## src/rtl/fpic_pkg.sv

```systemverilog
// constants for the fieldbus process image controller
package fpic_pkg;
  localparam int IMG_BYTES = 32;
  localparam int IMG_BITS = 256;

  // output image (controller to module) byte offsets
  localparam int OB_CTL1 = 0;
  localparam int OB_CTL2 = 2;
  localparam int OB_SWIVEL = 4;
  localparam int OB_PRESS = 6;
  localparam int OB_PCAP = 8;
  localparam int OB_PVAL = 26;
  localparam int OB_PADDR = 30;
  localparam logic [15:0] PADDR_MAX = 16'h2065;

  // control word one bits
  localparam int C1_FB_SEL = 8;
  localparam int C1_SET_SEL = 9;
  localparam int C1_PCAP_EN = 12;
  localparam int C1_RAMP_EN = 13;
  localparam int C1_PLOOP_EN = 14;
  localparam int C1_SYS_EN = 15;
  // control word two bits
  localparam int C2_LIVE_IN = 8;
  localparam int C2_LOWER_SEL = 3;
  localparam int C2_UPPER_SEL = 4;
  localparam int C2_FETCH = 5;
  localparam int C2_PVALID = 6;
  localparam int C2_WR_MODE = 7;

  // status word one bits
  localparam int S1_READY = 15;
  localparam int S1_PCAPPED = 14;
  localparam int S1_PLIMITED = 13;
  localparam int S1_BUS_OK = 12;
  localparam int S1_PACTIVE = 11;
  localparam int S1_PREADY = 10;
  localparam int S1_LIVE_OUT = 8;
  // status word two bits, error flags read one while healthy
  localparam int S2_SWIVEL_OK = 15;
  localparam int S2_P1_OK = 14;
  localparam int S2_P2_OK = 13;
  localparam int S2_SOLA_OK = 12;
  localparam int S2_SOLB_OK = 11;
  localparam int S2_DATA_OK = 10;

  localparam logic [31:0] PVAL_INVALID = 32'hFFFFFFFF;
  localparam logic [15:0] DEMAND_FULL = 16'h2710;
  localparam logic [15:0] RESET_WORD = 16'h0000;
  localparam logic [31:0] RESET_LONG = 32'h00000000;

  // live bit watchdog
  localparam int LIVE_TIMEOUT_MS = 1000;
  localparam int CLK_KHZ = 100000;
  localparam int WDOG_CYCLES = LIVE_TIMEOUT_MS * CLK_KHZ;

  // parameter store defaults
  localparam int PSTORE_DEPTH = 64;
  localparam logic [31:0] PLIM_LOWER = 32'h00000000;
  localparam logic [31:0] PLIM_UPPER = 32'h7FFFFFFF;
endpackage : fpic_pkg

```

## src/rtl/fpic_top.sv

```systemverilog
// cyclic process image decoder and status encoder for the pump module
// What this block does
// - thirty-two bytes each way per cycle
// - alarm when either configured image size is not thirty-two bytes
// - demands and actuals in 0.01 percent
// - pressures in tenths of a bar
// - control and status one means active
// - error flags reported inverted, zero is error
// - system enable ANDed with hardware enable
// - pressure loop and ramp follow bits
// - power cap scaled by demand word
// - set two select; sensor two open-circuit only
// - parameter fetch returns value, invalid all ones
// - lower select returns lower range limit
// - writes only in write mode, reported
// - value taken on valid rising edge
// - param ready set on success, cleared by valid
// - live bit arms one second watchdog
// - live bit echoed into status word
// - ready needs enable and no error
// - bus error on overflow, checksum, watchdog
// - status word carries limit and fault flags
// - feedback carries measured values and parameter
// - output image big-endian byte layout
// - upper select returns upper range limit
// - control word one bit assignment
// - control word two bit assignment
// - feedback image byte layout
`timescale 1ns/10ps
module fpic_top #(
  parameter int WDOG_LIMIT = fpic_pkg::WDOG_CYCLES,
  parameter int STORE_DEPTH = fpic_pkg::PSTORE_DEPTH
) (
  input wire logic MCLK,
  input wire logic RESET,
  input wire logic [255:0] OUT_IMAGE,
  input wire logic OUT_STROBE,
  input wire logic [7:0] CFG_OUT_LEN,
  input wire logic [7:0] CFG_IN_LEN,
  input wire logic BUF_OVERFLOW,
  input wire logic CRC_FAIL,
  input wire logic HW_ENABLE,
  input wire logic OPEN_CIRCUIT,
  input wire logic POWER_CAPPED,
  input wire logic PRESSURE_LIMITED,
  input wire logic SWIVEL_FAULT,
  input wire logic PRESSURE_ONE_FAULT,
  input wire logic PRESSURE_TWO_FAULT,
  input wire logic SOLENOID_A_FAULT,
  input wire logic SOLENOID_B_FAULT,
  input wire logic INTERNAL_DATA_FAULT,
  input wire logic [15:0] ACT_SWIVEL,
  input wire logic [15:0] ACT_PRESSURE_ONE,
  input wire logic [15:0] ACT_PRESSURE_TWO,
  input wire logic [15:0] ACT_LIMIT_OUT,
  input wire logic [15:0] ACT_VALVE,
  input wire logic [15:0] ACT_SOLENOID_A,
  input wire logic [15:0] ACT_SOLENOID_B,
  input wire logic [15:0] ACT_SPOOL,
  output logic [255:0] IN_IMAGE,
  output logic SIZE_ALARM,
  output logic SWIVEL_RUN,
  output logic PRESSURE_LOOP_ON,
  output logic RAMP_ON,
  output logic POWER_CAP_ON,
  output logic PRESSURE_SET_TWO,
  output logic FEEDBACK_SENSOR_TWO,
  output logic [15:0] SWIVEL_DEMAND,
  output logic [15:0] PRESSURE_DEMAND,
  output logic [15:0] POWER_CAP_DEMAND,
  output logic READY,
  output logic BUS_FAULT,
  output logic PARAM_WRITTEN
);
  typedef struct packed {
    logic [15:0] ctl1;
    logic [15:0] ctl2;
    logic [15:0] swivel;
    logic [15:0] press;
    logic [15:0] pcap;
    logic [255:0] prev_img;
    logic valid_prev;
    logic param_ready;
    logic [31:0] param_rd;
    logic armed;
    logic [31:0] wd_cnt;
    logic bus_fault;
    logic size_alarm;
    logic wr_pulse;
    logic swivel_run;
    logic ploop;
    logic ramp;
    logic pcap_on;
    logic set_two;
    logic fb_two;
    logic ready;
    logic [255:0] in_img;
  } fpic_state_t;

  fpic_state_t st_reg;
  fpic_state_t st_next;

  logic [15:0] rx_ctl1;
  logic [15:0] rx_ctl2;
  logic [15:0] rx_paddr;
  logic [31:0] rx_pval;
  logic [31:0] store_value;
  logic [31:0] store_lower;
  logic [31:0] store_upper;
  logic store_addr_ok;
  logic store_data_ok;
  logic wr_fire;

  // big-endian word at a byte offset, byte 0 sits in the top bits
  function automatic logic [15:0] fpic_word(input logic [255:0] img, input int off);
    fpic_word = img[255 - 8 * off -: 16];
  endfunction : fpic_word

  function automatic logic [31:0] fpic_long(input logic [255:0] img, input int off);
    fpic_long = img[255 - 8 * off -: 32];
  endfunction : fpic_long

  always_comb begin
    rx_ctl1 = fpic_word(OUT_IMAGE, fpic_pkg::OB_CTL1);
    rx_ctl2 = fpic_word(OUT_IMAGE, fpic_pkg::OB_CTL2);
    rx_pval = fpic_long(OUT_IMAGE, fpic_pkg::OB_PVAL);
    rx_paddr = fpic_word(OUT_IMAGE, fpic_pkg::OB_PADDR);
  end

  // a write fires on the valid edge only while write mode is set
  always_comb begin
    wr_fire = OUT_STROBE && rx_ctl2[fpic_pkg::C2_PVALID] && !st_reg.valid_prev &&
              rx_ctl2[fpic_pkg::C2_WR_MODE];
  end

  fpic_param_store #(
    .DEPTH(STORE_DEPTH),
    .LOWER(fpic_pkg::PLIM_LOWER),
    .UPPER(fpic_pkg::PLIM_UPPER)
  ) u_store (
    .clk(MCLK),
    .rst(RESET),
    .addr(OUT_STROBE ? rx_paddr : st_reg.prev_img[255 - 8 * fpic_pkg::OB_PADDR -: 16]),
    .wr_en(wr_fire),
    .wr_data(rx_pval),
    .rd_value(store_value),
    .rd_lower(store_lower),
    .rd_upper(store_upper),
    .addr_ok(store_addr_ok),
    .data_ok(store_data_ok)
  );

  always_comb begin
    logic [15:0] c1;
    logic [15:0] c2;
    logic fault_any;
    logic [15:0] sw1;
    logic [15:0] sw2;
    c1 = '0;
    c2 = '0;
    fault_any = 1'b0;
    sw1 = '0;
    sw2 = '0;
    st_next = st_reg;
    st_next.wr_pulse = 1'b0;

    // image size must match the internal layout in both directions
    st_next.size_alarm = (CFG_OUT_LEN != 8'(fpic_pkg::IMG_BYTES)) ||
                         (CFG_IN_LEN != 8'(fpic_pkg::IMG_BYTES));

    if (OUT_STROBE) begin
      st_next.ctl1 = rx_ctl1;
      st_next.ctl2 = rx_ctl2;
      // demands pass through unchanged in 0.01 % and 0.1 bar units
      st_next.swivel = fpic_word(OUT_IMAGE, fpic_pkg::OB_SWIVEL);
      st_next.press = fpic_word(OUT_IMAGE, fpic_pkg::OB_PRESS);
      st_next.pcap = fpic_word(OUT_IMAGE, fpic_pkg::OB_PCAP);
      st_next.prev_img = OUT_IMAGE;
      st_next.valid_prev = rx_ctl2[fpic_pkg::C2_PVALID];

      // fetch path: limits take priority over the present value
      if (rx_ctl2[fpic_pkg::C2_FETCH]) begin
        if (rx_ctl2[fpic_pkg::C2_LOWER_SEL]) begin
          st_next.param_rd = store_lower;
        end else if (rx_ctl2[fpic_pkg::C2_UPPER_SEL]) begin
          st_next.param_rd = store_upper;
        end else begin
          st_next.param_rd = store_value;
        end
      end

      // ready drops with valid; a good write in the same frame sets it
      if (!rx_ctl2[fpic_pkg::C2_PVALID]) begin
        st_next.param_ready = 1'b0;
      end
      if (!rx_ctl2[fpic_pkg::C2_WR_MODE]) begin
        st_next.param_ready = 1'b0;
      end
      if (wr_fire && store_addr_ok && store_data_ok) begin
        st_next.param_ready = 1'b1;
        st_next.wr_pulse = 1'b1;
      end

      // disabling the system is how software clears a latched bus error
      if (!rx_ctl1[fpic_pkg::C1_SYS_EN]) begin
        st_next.bus_fault = 1'b0;
      end
    end

    // watchdog: armed by live bit while ready, restarted by any data change
    if (st_reg.armed) begin
      if (OUT_STROBE && (OUT_IMAGE != st_reg.prev_img)) begin
        st_next.wd_cnt = '0;
      end else if (st_reg.wd_cnt >= 32'(WDOG_LIMIT - 1)) begin
        st_next.armed = 1'b0;
        st_next.wd_cnt = '0;
        st_next.bus_fault = 1'b1;
      end else begin
        st_next.wd_cnt = st_reg.wd_cnt + 32'h00000001;
      end
      if (!st_reg.ctl2[fpic_pkg::C2_LIVE_IN] && !st_reg.ready) begin
        st_next.armed = 1'b0;
        st_next.wd_cnt = '0;
      end
    end else if (st_reg.ready && st_reg.ctl2[fpic_pkg::C2_LIVE_IN]) begin
      st_next.armed = 1'b1;
      st_next.wd_cnt = '0;
    end

    // link errors set last so they win over a same-cycle clear
    if (BUF_OVERFLOW || CRC_FAIL) begin
      st_next.bus_fault = 1'b1;
    end

    c1 = st_next.ctl1;
    c2 = st_next.ctl2;

    fault_any = SWIVEL_FAULT || PRESSURE_ONE_FAULT || PRESSURE_TWO_FAULT ||
                SOLENOID_A_FAULT || SOLENOID_B_FAULT || INTERNAL_DATA_FAULT ||
                st_next.bus_fault || st_next.size_alarm;

    // decoded commands, one means active
    st_next.swivel_run = c1[fpic_pkg::C1_SYS_EN] && HW_ENABLE;
    st_next.ploop = c1[fpic_pkg::C1_PLOOP_EN];
    st_next.ramp = c1[fpic_pkg::C1_RAMP_EN];
    st_next.pcap_on = c1[fpic_pkg::C1_PCAP_EN];
    st_next.set_two = c1[fpic_pkg::C1_SET_SEL];
    st_next.fb_two = c1[fpic_pkg::C1_FB_SEL] && OPEN_CIRCUIT;
    st_next.ready = st_next.swivel_run && !fault_any;

    // status word one
    sw1[fpic_pkg::S1_READY] = st_next.ready;
    sw1[fpic_pkg::S1_PCAPPED] = POWER_CAPPED;
    sw1[fpic_pkg::S1_PLIMITED] = PRESSURE_LIMITED;
    sw1[fpic_pkg::S1_BUS_OK] = !st_next.bus_fault;
    sw1[fpic_pkg::S1_PACTIVE] = c2[fpic_pkg::C2_WR_MODE];
    sw1[fpic_pkg::S1_PREADY] = st_next.param_ready;
    sw1[fpic_pkg::S1_LIVE_OUT] = c2[fpic_pkg::C2_LIVE_IN];
    // status word two: error flags inverted
    sw2[fpic_pkg::S2_SWIVEL_OK] = !SWIVEL_FAULT;
    sw2[fpic_pkg::S2_P1_OK] = !PRESSURE_ONE_FAULT;
    sw2[fpic_pkg::S2_P2_OK] = !PRESSURE_TWO_FAULT;
    sw2[fpic_pkg::S2_SOLA_OK] = !SOLENOID_A_FAULT;
    sw2[fpic_pkg::S2_SOLB_OK] = !SOLENOID_B_FAULT;
    sw2[fpic_pkg::S2_DATA_OK] = !INTERNAL_DATA_FAULT;

    // feedback image, big-endian, spare bytes 20..27 read zero
    st_next.in_img = {sw1, sw2, ACT_SWIVEL, ACT_PRESSURE_ONE,
                      ACT_PRESSURE_TWO, ACT_LIMIT_OUT, ACT_VALVE,
                      ACT_SOLENOID_A, ACT_SOLENOID_B, ACT_SPOOL,
                      64'h0000000000000000, st_next.param_rd};
  end

  always_ff @(posedge MCLK or posedge RESET) begin
    if (RESET) begin
      st_reg <= '0;
    end else begin
      st_reg <= st_next;
    end
  end

  assign IN_IMAGE = st_reg.in_img;
  assign SIZE_ALARM = st_reg.size_alarm;
  assign SWIVEL_RUN = st_reg.swivel_run;
  assign PRESSURE_LOOP_ON = st_reg.ploop;
  assign RAMP_ON = st_reg.ramp;
  assign POWER_CAP_ON = st_reg.pcap_on;
  assign PRESSURE_SET_TWO = st_reg.set_two;
  assign FEEDBACK_SENSOR_TWO = st_reg.fb_two;
  assign SWIVEL_DEMAND = st_reg.swivel;
  assign PRESSURE_DEMAND = st_reg.press;
  assign POWER_CAP_DEMAND = st_reg.pcap;
  assign READY = st_reg.ready;
  assign BUS_FAULT = st_reg.bus_fault;
  assign PARAM_WRITTEN = st_reg.wr_pulse;
endmodule : fpic_top

```

## src/rtl/fpic_param_store.sv

```systemverilog
// parameter memory with range limits and address validation
`timescale 1ns/10ps
module fpic_param_store #(
  parameter int DEPTH = fpic_pkg::PSTORE_DEPTH,
  parameter logic [31:0] LOWER = fpic_pkg::PLIM_LOWER,
  parameter logic [31:0] UPPER = fpic_pkg::PLIM_UPPER
) (
  input wire logic clk,
  input wire logic rst,
  input wire logic [15:0] addr,
  input wire logic wr_en,
  input wire logic [31:0] wr_data,
  output logic [31:0] rd_value,
  output logic [31:0] rd_lower,
  output logic [31:0] rd_upper,
  output logic addr_ok,
  output logic data_ok
);
  typedef struct packed {
    logic [DEPTH-1:0][31:0] mem;
  } fpic_store_t;

  fpic_store_t st_reg;
  fpic_store_t st_next;

  // only a slice of the address space is backed; the rest reads invalid
  assign addr_ok = (addr < 16'(DEPTH)) && (addr <= fpic_pkg::PADDR_MAX);
  assign data_ok = ($signed(wr_data) >= $signed(LOWER)) &&
                   ($signed(wr_data) <= $signed(UPPER));

  always_comb begin
    rd_value = fpic_pkg::PVAL_INVALID;
    rd_lower = fpic_pkg::PVAL_INVALID;
    rd_upper = fpic_pkg::PVAL_INVALID;
    if (addr_ok) begin
      rd_value = st_reg.mem[addr[$clog2(DEPTH)-1:0]];
      rd_lower = LOWER;
      rd_upper = UPPER;
    end
  end

  always_comb begin
    st_next = st_reg;
    if (wr_en && addr_ok && data_ok) begin
      st_next.mem[addr[$clog2(DEPTH)-1:0]] = wr_data;
    end
  end

  always_ff @(posedge clk or posedge rst) begin
    if (rst) begin
      st_reg <= '0;
    end else begin
      st_reg <= st_next;
    end
  end
endmodule : fpic_param_store

```

## config.mk

```make
export PLATFORM = sky130hd
export DESIGN_NAME = fpic_top
export DESIGN_NICKNAME = d
export VERILOG_FILES = /design/src/rtl/fpic_pkg.sv /design/src/rtl/fpic_top.sv /design/src/rtl/fpic_param_store.sv
export SDC_FILE = /design/constraint.sdc
export NUM_CORES = 2
export LEC_CHECK = 0
export BUFFER_PORTS_ARGS = -buffer_cell sky130_fd_sc_hd__buf_2
export CORE_MARGIN = 2
export CORE_UTILIZATION = 30
export CTS_CLUSTER_DIAMETER = 150
export DETAILED_ROUTE_END_ITERATION = 8
export SETUP_SLACK_MARGIN = 0.02
export SYNTH_ARGS = -nofsm -noshare
export SYNTH_HDL_FRONTEND = slang
export SYNTH_HIERARCHICAL = 1
export SYNTH_SLANG_ARGS = --single-unit
```

## constraint.sdc

```tcl
create_clock -name MCLK -period 82.5 [get_ports MCLK]
set_clock_uncertainty 0.15 [all_clocks]
set_input_delay 4.125 -clock MCLK [delete_from_list [all_inputs] [get_ports MCLK]]
set_output_delay 4.125 -clock MCLK [all_outputs]
set_load 0.05 [all_outputs]
```

### After elaboration in Yosys (flattened, before gate mapping)

Index checks and enable logic that the tools add are counted.

* register bits after elaboration: 2634
* input port bits: 415
* output and inout bits: 314
* word-level logic and storage cells: 165

* $add $sub $neg: 1
* order comparisons: 7
* equality and inequality tests: 3
* multiplexer cells: 31
* reduce and logical (&&, ||, !) cells: 35

Operators with widths (number)
* $bwmux 2048: 1
* $mux 370: 1
* $mux 32: 10
* $ne 256x256->1: 1
* $bmux 32 s6: 1
* $demux 32 s6: 1
* $mux 33: 3
* $add 32x1->32 const B: 1
* $ge 32x1->1 const B: 1
* $ge 32x27->1 const B: 1
* $le 32x32->1 const B: 1
* $le 16x14->1 const B: 1
* $lt 16x7->1 const B: 1
* $mux 16: 1
* $ne 8x6->1 const B: 2
* $logic_and 1x1->1: 14
* $mux 1: 13
* $logic_not 1->1: 11
* $logic_or 1x1->1: 9
* $lt 6x7->1 const B: 1
* $ge 6x1->1 const B: 1
* $reduce_bool 2->1: 1

### Depth between registers and ports, before layout

* word-level depth: 10
* depth in mapped cells: 20
* depth with buffers taken out: 14

### Hierarchy

The synthesis kept the hierarchy.

Modules (own cells, without submodules)
* fpic_param_store: instances 1, cells each 6537, area an instance 93440.9 um2
* fpic_top: instances 1, cells each 1897, area an instance 22180.0 um2

### Worst setup path after synthesis

Ideal clock, no wire load.

* kind: in2reg
* start: in OUT_STROBE
* end: reg st_reg[317] (netlist name)
* setup time: 133 ps
* arrival: 8038 ps
* required time: 82217 ps
* path slack: 74179 ps
* stages on the path: 16
* path buffers: 4
* cell sequence: clkbuf_1 clkbuf_1 clkbuf_1 mux2_2 or4_1 or3_4 nor2_4 inv_2 clkbuf_1 a311oi_1 o2111ai_1 a211o_1 mux2i_1 nor2_1 a21oi_1 o21ai_0

RTL lines
* from (decl): RTL line fpic_top.sv:37 `input wire logic OUT_STROBE,`

### Worst setup path after layout

* start: in OUT_STROBE
* end: reg u_store/st_reg[382] (netlist name)

* cells in the longest elaborated chain, start to end: 6

Ends and longest elaborated chain
* $mux 16: RTL line fpic_top.sv:143 `.addr(OUT_STROBE ? rx_paddr : st_reg.prev_img[255 - 8 * fpic_pkg::OB_PADDR -: 16]),`
* $lt 6x7->1 (not written as such) or $ge 6x1->1 (tied branches): RTL line fpic_param_store.sv:45 `st_next.mem[addr[$clog2(DEPTH)-1:0]] = wr_data;`
* $logic_and 1x1->1 (not written as such): RTL line fpic_param_store.sv:45
* $mux 32 (not written as such): RTL line fpic_param_store.sv:45
* $demux 32 s6
* $bwmux 2048: RTL line fpic_param_store.sv:45
* to (signal assigned): RTL line fpic_param_store.sv:53 `st_reg <= st_next;`
* to (decl): RTL line fpic_param_store.sv:23 `fpic_store_t st_reg;`

Several ways; a longest one is shown, not always the timed one.
A chain may end at the register's enable or synchronous reset.

==> impl_metrics.env <==
export IMPL_status="finished with violations"
export IMPL_violations="max-capacitance violations"
export IMPL_synth_flop_cell="dfrtp_1"
export IMPL_vias=77400
export IMPL_cts_root_buffer_cell="clkbuf_16"
export IMPL_crit_fanout=68
export IMPL_dr_pass1_iters=8
export IMPL_synth_area_um2=116000
export IMPL_core_region_area_um2=383000
export IMPL_synth_fa_ha_area_share_pct=0.0108
export IMPL_viasPerCell=5.56
export IMPL_io_pins=729
export IMPL_ctsHtreeMaxLevel=5
export IMPL_min_path_type="reg2reg"
export IMPL_cts_tree="built"
export IMPL_finalSetupViolCount=0
export IMPL_grt_pass1_vias=78700
export IMPL_period_minus_slack_ns=10.12
export IMPL_dp_hpwl_um=290000
export IMPL_final_nets=9020
export IMPL_max_freq_mhz=98.8
export IMPL_antenna_found_initial=110
export IMPL_cts_hold_buf=0
export IMPL_cts_resized=0
export IMPL_clk_pin_slew_ns=0.06
export IMPL_worst_slew_pin_slew_ns=1.43
export IMPL_port_buffers=645
export IMPL_end_kind="flop"
export IMPL_yosys_area_share_simple_pct=3.43
export IMPL_largest_register_ffs=2048
export IMPL_num_rows=227
export IMPL_holdWs_ns=0.336
export IMPL_grt_total_usage_pct=22.4
export IMPL_yosysSeqAreaShare_pct=54.5
export IMPL_muxShareOfSynthArea_pct=28.8
export IMPL_cp_top_family="buffers and inverters"
export IMPL_finalMaxSlewViolations=0
export IMPL_clkSinkCount=2517
export IMPL_hold_viol=0
export IMPL_syn_to_final_growth_pct=13.2
export IMPL_grt_overflow=0
export IMPL_synthCells=8434
export IMPL_critPathKind="in2reg"
export IMPL_ant_nets=0
export IMPL_yosysWarnings=6
export IMPL_drt_wirelength_per_cell_um=32.3
export IMPL_dieArea_um2=390000
export IMPL_cp_num_buf_inv=7
export IMPL_synth_edf_count=0
export IMPL_synth_compound_area_share_pct=6.24
export IMPL_finalCritPeriodShare_pct=12.3
export IMPL_fp_dieW_um=625
export IMPL_arrival_ns=10.71
export IMPL_critPathMostFrequentCell="buf_4"
export IMPL_drtIter0Drc=9018
export IMPL_die_h_um=625
export IMPL_clock_path_buffers=4
export IMPL_grt_setup_unrepaired="no"
export IMPL_drcViolationCount=0
export IMPL_gp_congestion=0.906
export IMPL_ir_drop_uv=17.6
export IMPL_grt_pass1_wl_um=626000
export IMPL_synth_area_per_cell_um2=13.7
export IMPL_async_flop_share_pct=100
export IMPL_max_slew_margin_pct=4.58
export IMPL_pwr_density_cell_nw_per_um2=21.2
export IMPL_start_kind="input pin"
export IMPL_leakagePower_nw=61.4
export IMPL_required_ns=83.09
export IMPL_cts_buffers=272
export IMPL_synth_distinct_cells=72
export IMPL_drv_cap=1
export IMPL_path_cells="buf_8 > mux2_8 > buf_4 > clkinv_2 > buf_4 > buf_4 > nor2_2 > buf_4 > nand3_4 > nor2_4 > buf_4 > mux2_2"
export IMPL_synth_top_family_by_area="multiplexers"
export IMPL_mostFrequentLayoutCell="dfrtp_1"
export IMPL_crit_path_top_delay_cell="nor2_4"
export IMPL_final_cells=13900
export IMPL_ys_seq_elements=2517
export IMPL_setup_tns_final_ns=0
export IMPL_start_util_pct=30.2
export IMPL_dp_cells=13400
export IMPL_slowest_delay_ns=0.80
export IMPL_layout_drive_gt1_share_pct=44.8
export IMPL_layout_common_cells="dfrtp_1 (2,517), mux2_2 (2,333), buf_2 (644)"
export IMPL_synth_xor_area_share_pct=1.43
export IMPL_grt_max_degree=188
export IMPL_wirelength_um=450000
export IMPL_cts_setup_buffers=0
export IMPL_clock_latency_ns=0.87
synthesized netlist by cell type (16+ instances only):
cell	number	area [µm²]
nand3_1	32	160
dfrtp_1	2517	63000
nor2_1	185	694
and2_1	16	100
mux2_2	2335	26300
buf_1	77	289
clkbuf_1	379	1420
nor3_1	24	120
a221oi_1	202	1770
a31oi_1	18	113
xnor2_1	107	937
mux2i_1	221	2210
and3_1	24	150
nand4_1	62	388
nand2b_1	31	194
buf_6	22	248
inv_1	70	263
a221o_1	22	220
nor4_1	44	275
o31ai_1	25	188
a22o_1	55	482
o22ai_1	103	644
xor2_1	82	718
nand2_1	143	537
buf_2	197	986
buf_4	429	3220
mux4_2	200	4500
nor2b_1	112	701
a22oi_1	148	1110
mux2_1	30	338
a21oi_1	139	696
o21ai_0	171	856
cells by family (layout without fill, tap and decap cells):
family	Yosys count	after routing
muxes	2786	2786
DFF	2517	2517
buffers and inverters	1177	1428
AOI/OAI and AO/OA	1013	1013
and+or+nand+nor	749	749
xor gates and xnor gates	189	189
other	2	206
adders and majority gates	1	1
layout make-up:
type | count | area, µm²
Multi-Input combinational cell | 4852 | 47200
Clock inverter | 63 | 594
Sequential cell | 2517 | 63000
Clock buffer | 404 | 8030
Fill cell | 36900 | 252000
Tap cell | 5038 | 6300
Inverter | 73 | 297
Antenna cell | 92 | 230
Timing Repair Buffer | 888 | 5190
metal layers:
metal	global-route usage [%]	share of wire [%]	wire length, µm
met1	27.0	37	167000
met2	34.9	45	204000
met3	5.81	9.5	42700
met4	16.2	8.1	36300
met5	0	0.028	127
worst paths after layout:
path	cells after the start	startpoint	slack [ns]	endpoint
hold / removal	1	u_store/st_reg[1439]	0.34	u_store/st_reg[1439]
setup reg to reg	11	st_reg[333]	75.53	u_store/st_reg[382]
hold reg to reg	1	u_store/st_reg[1439]	0.34	u_store/st_reg[1439]
setup / recovery	12	OUT_STROBE	72.38	u_store/st_reg[382]
max in group asynchronous	6	RESET	74.38	u_store/st_reg[906]
min in group asynchronous	2	RESET	3.21	st_reg[370]
metrics by stage:
| stage | total power [mW] | utilization [%] | setup WS [ns] | cell area [µm²] |
|---|---|---|---|---|
| 2_1_floorplan | 1.47 | - | 20.38 | 116000 |
| 3_3_place_gp | 1.58 | 31.9 | 71.80 | 122000 |
| 3_5_place_dp | 1.58 | 31.9 | 71.80 | 122000 |
| 4_1_cts | 2.79 | 34.1 | 72.70 | 131000 |
| 5_1_grt | 2.85 | 34.2 | 72.43 | 131000 |
| 6_report | 2.78 | 34.2 | 72.38 | 131000 |
power by group:
part | internal [mW] | switching, mW
Sequential | 1.25 | 0.0190
Combinational | 0.0684 | 0.228
Clock | 0.698 | 0.511
Power figures use the tool's default switching activity.
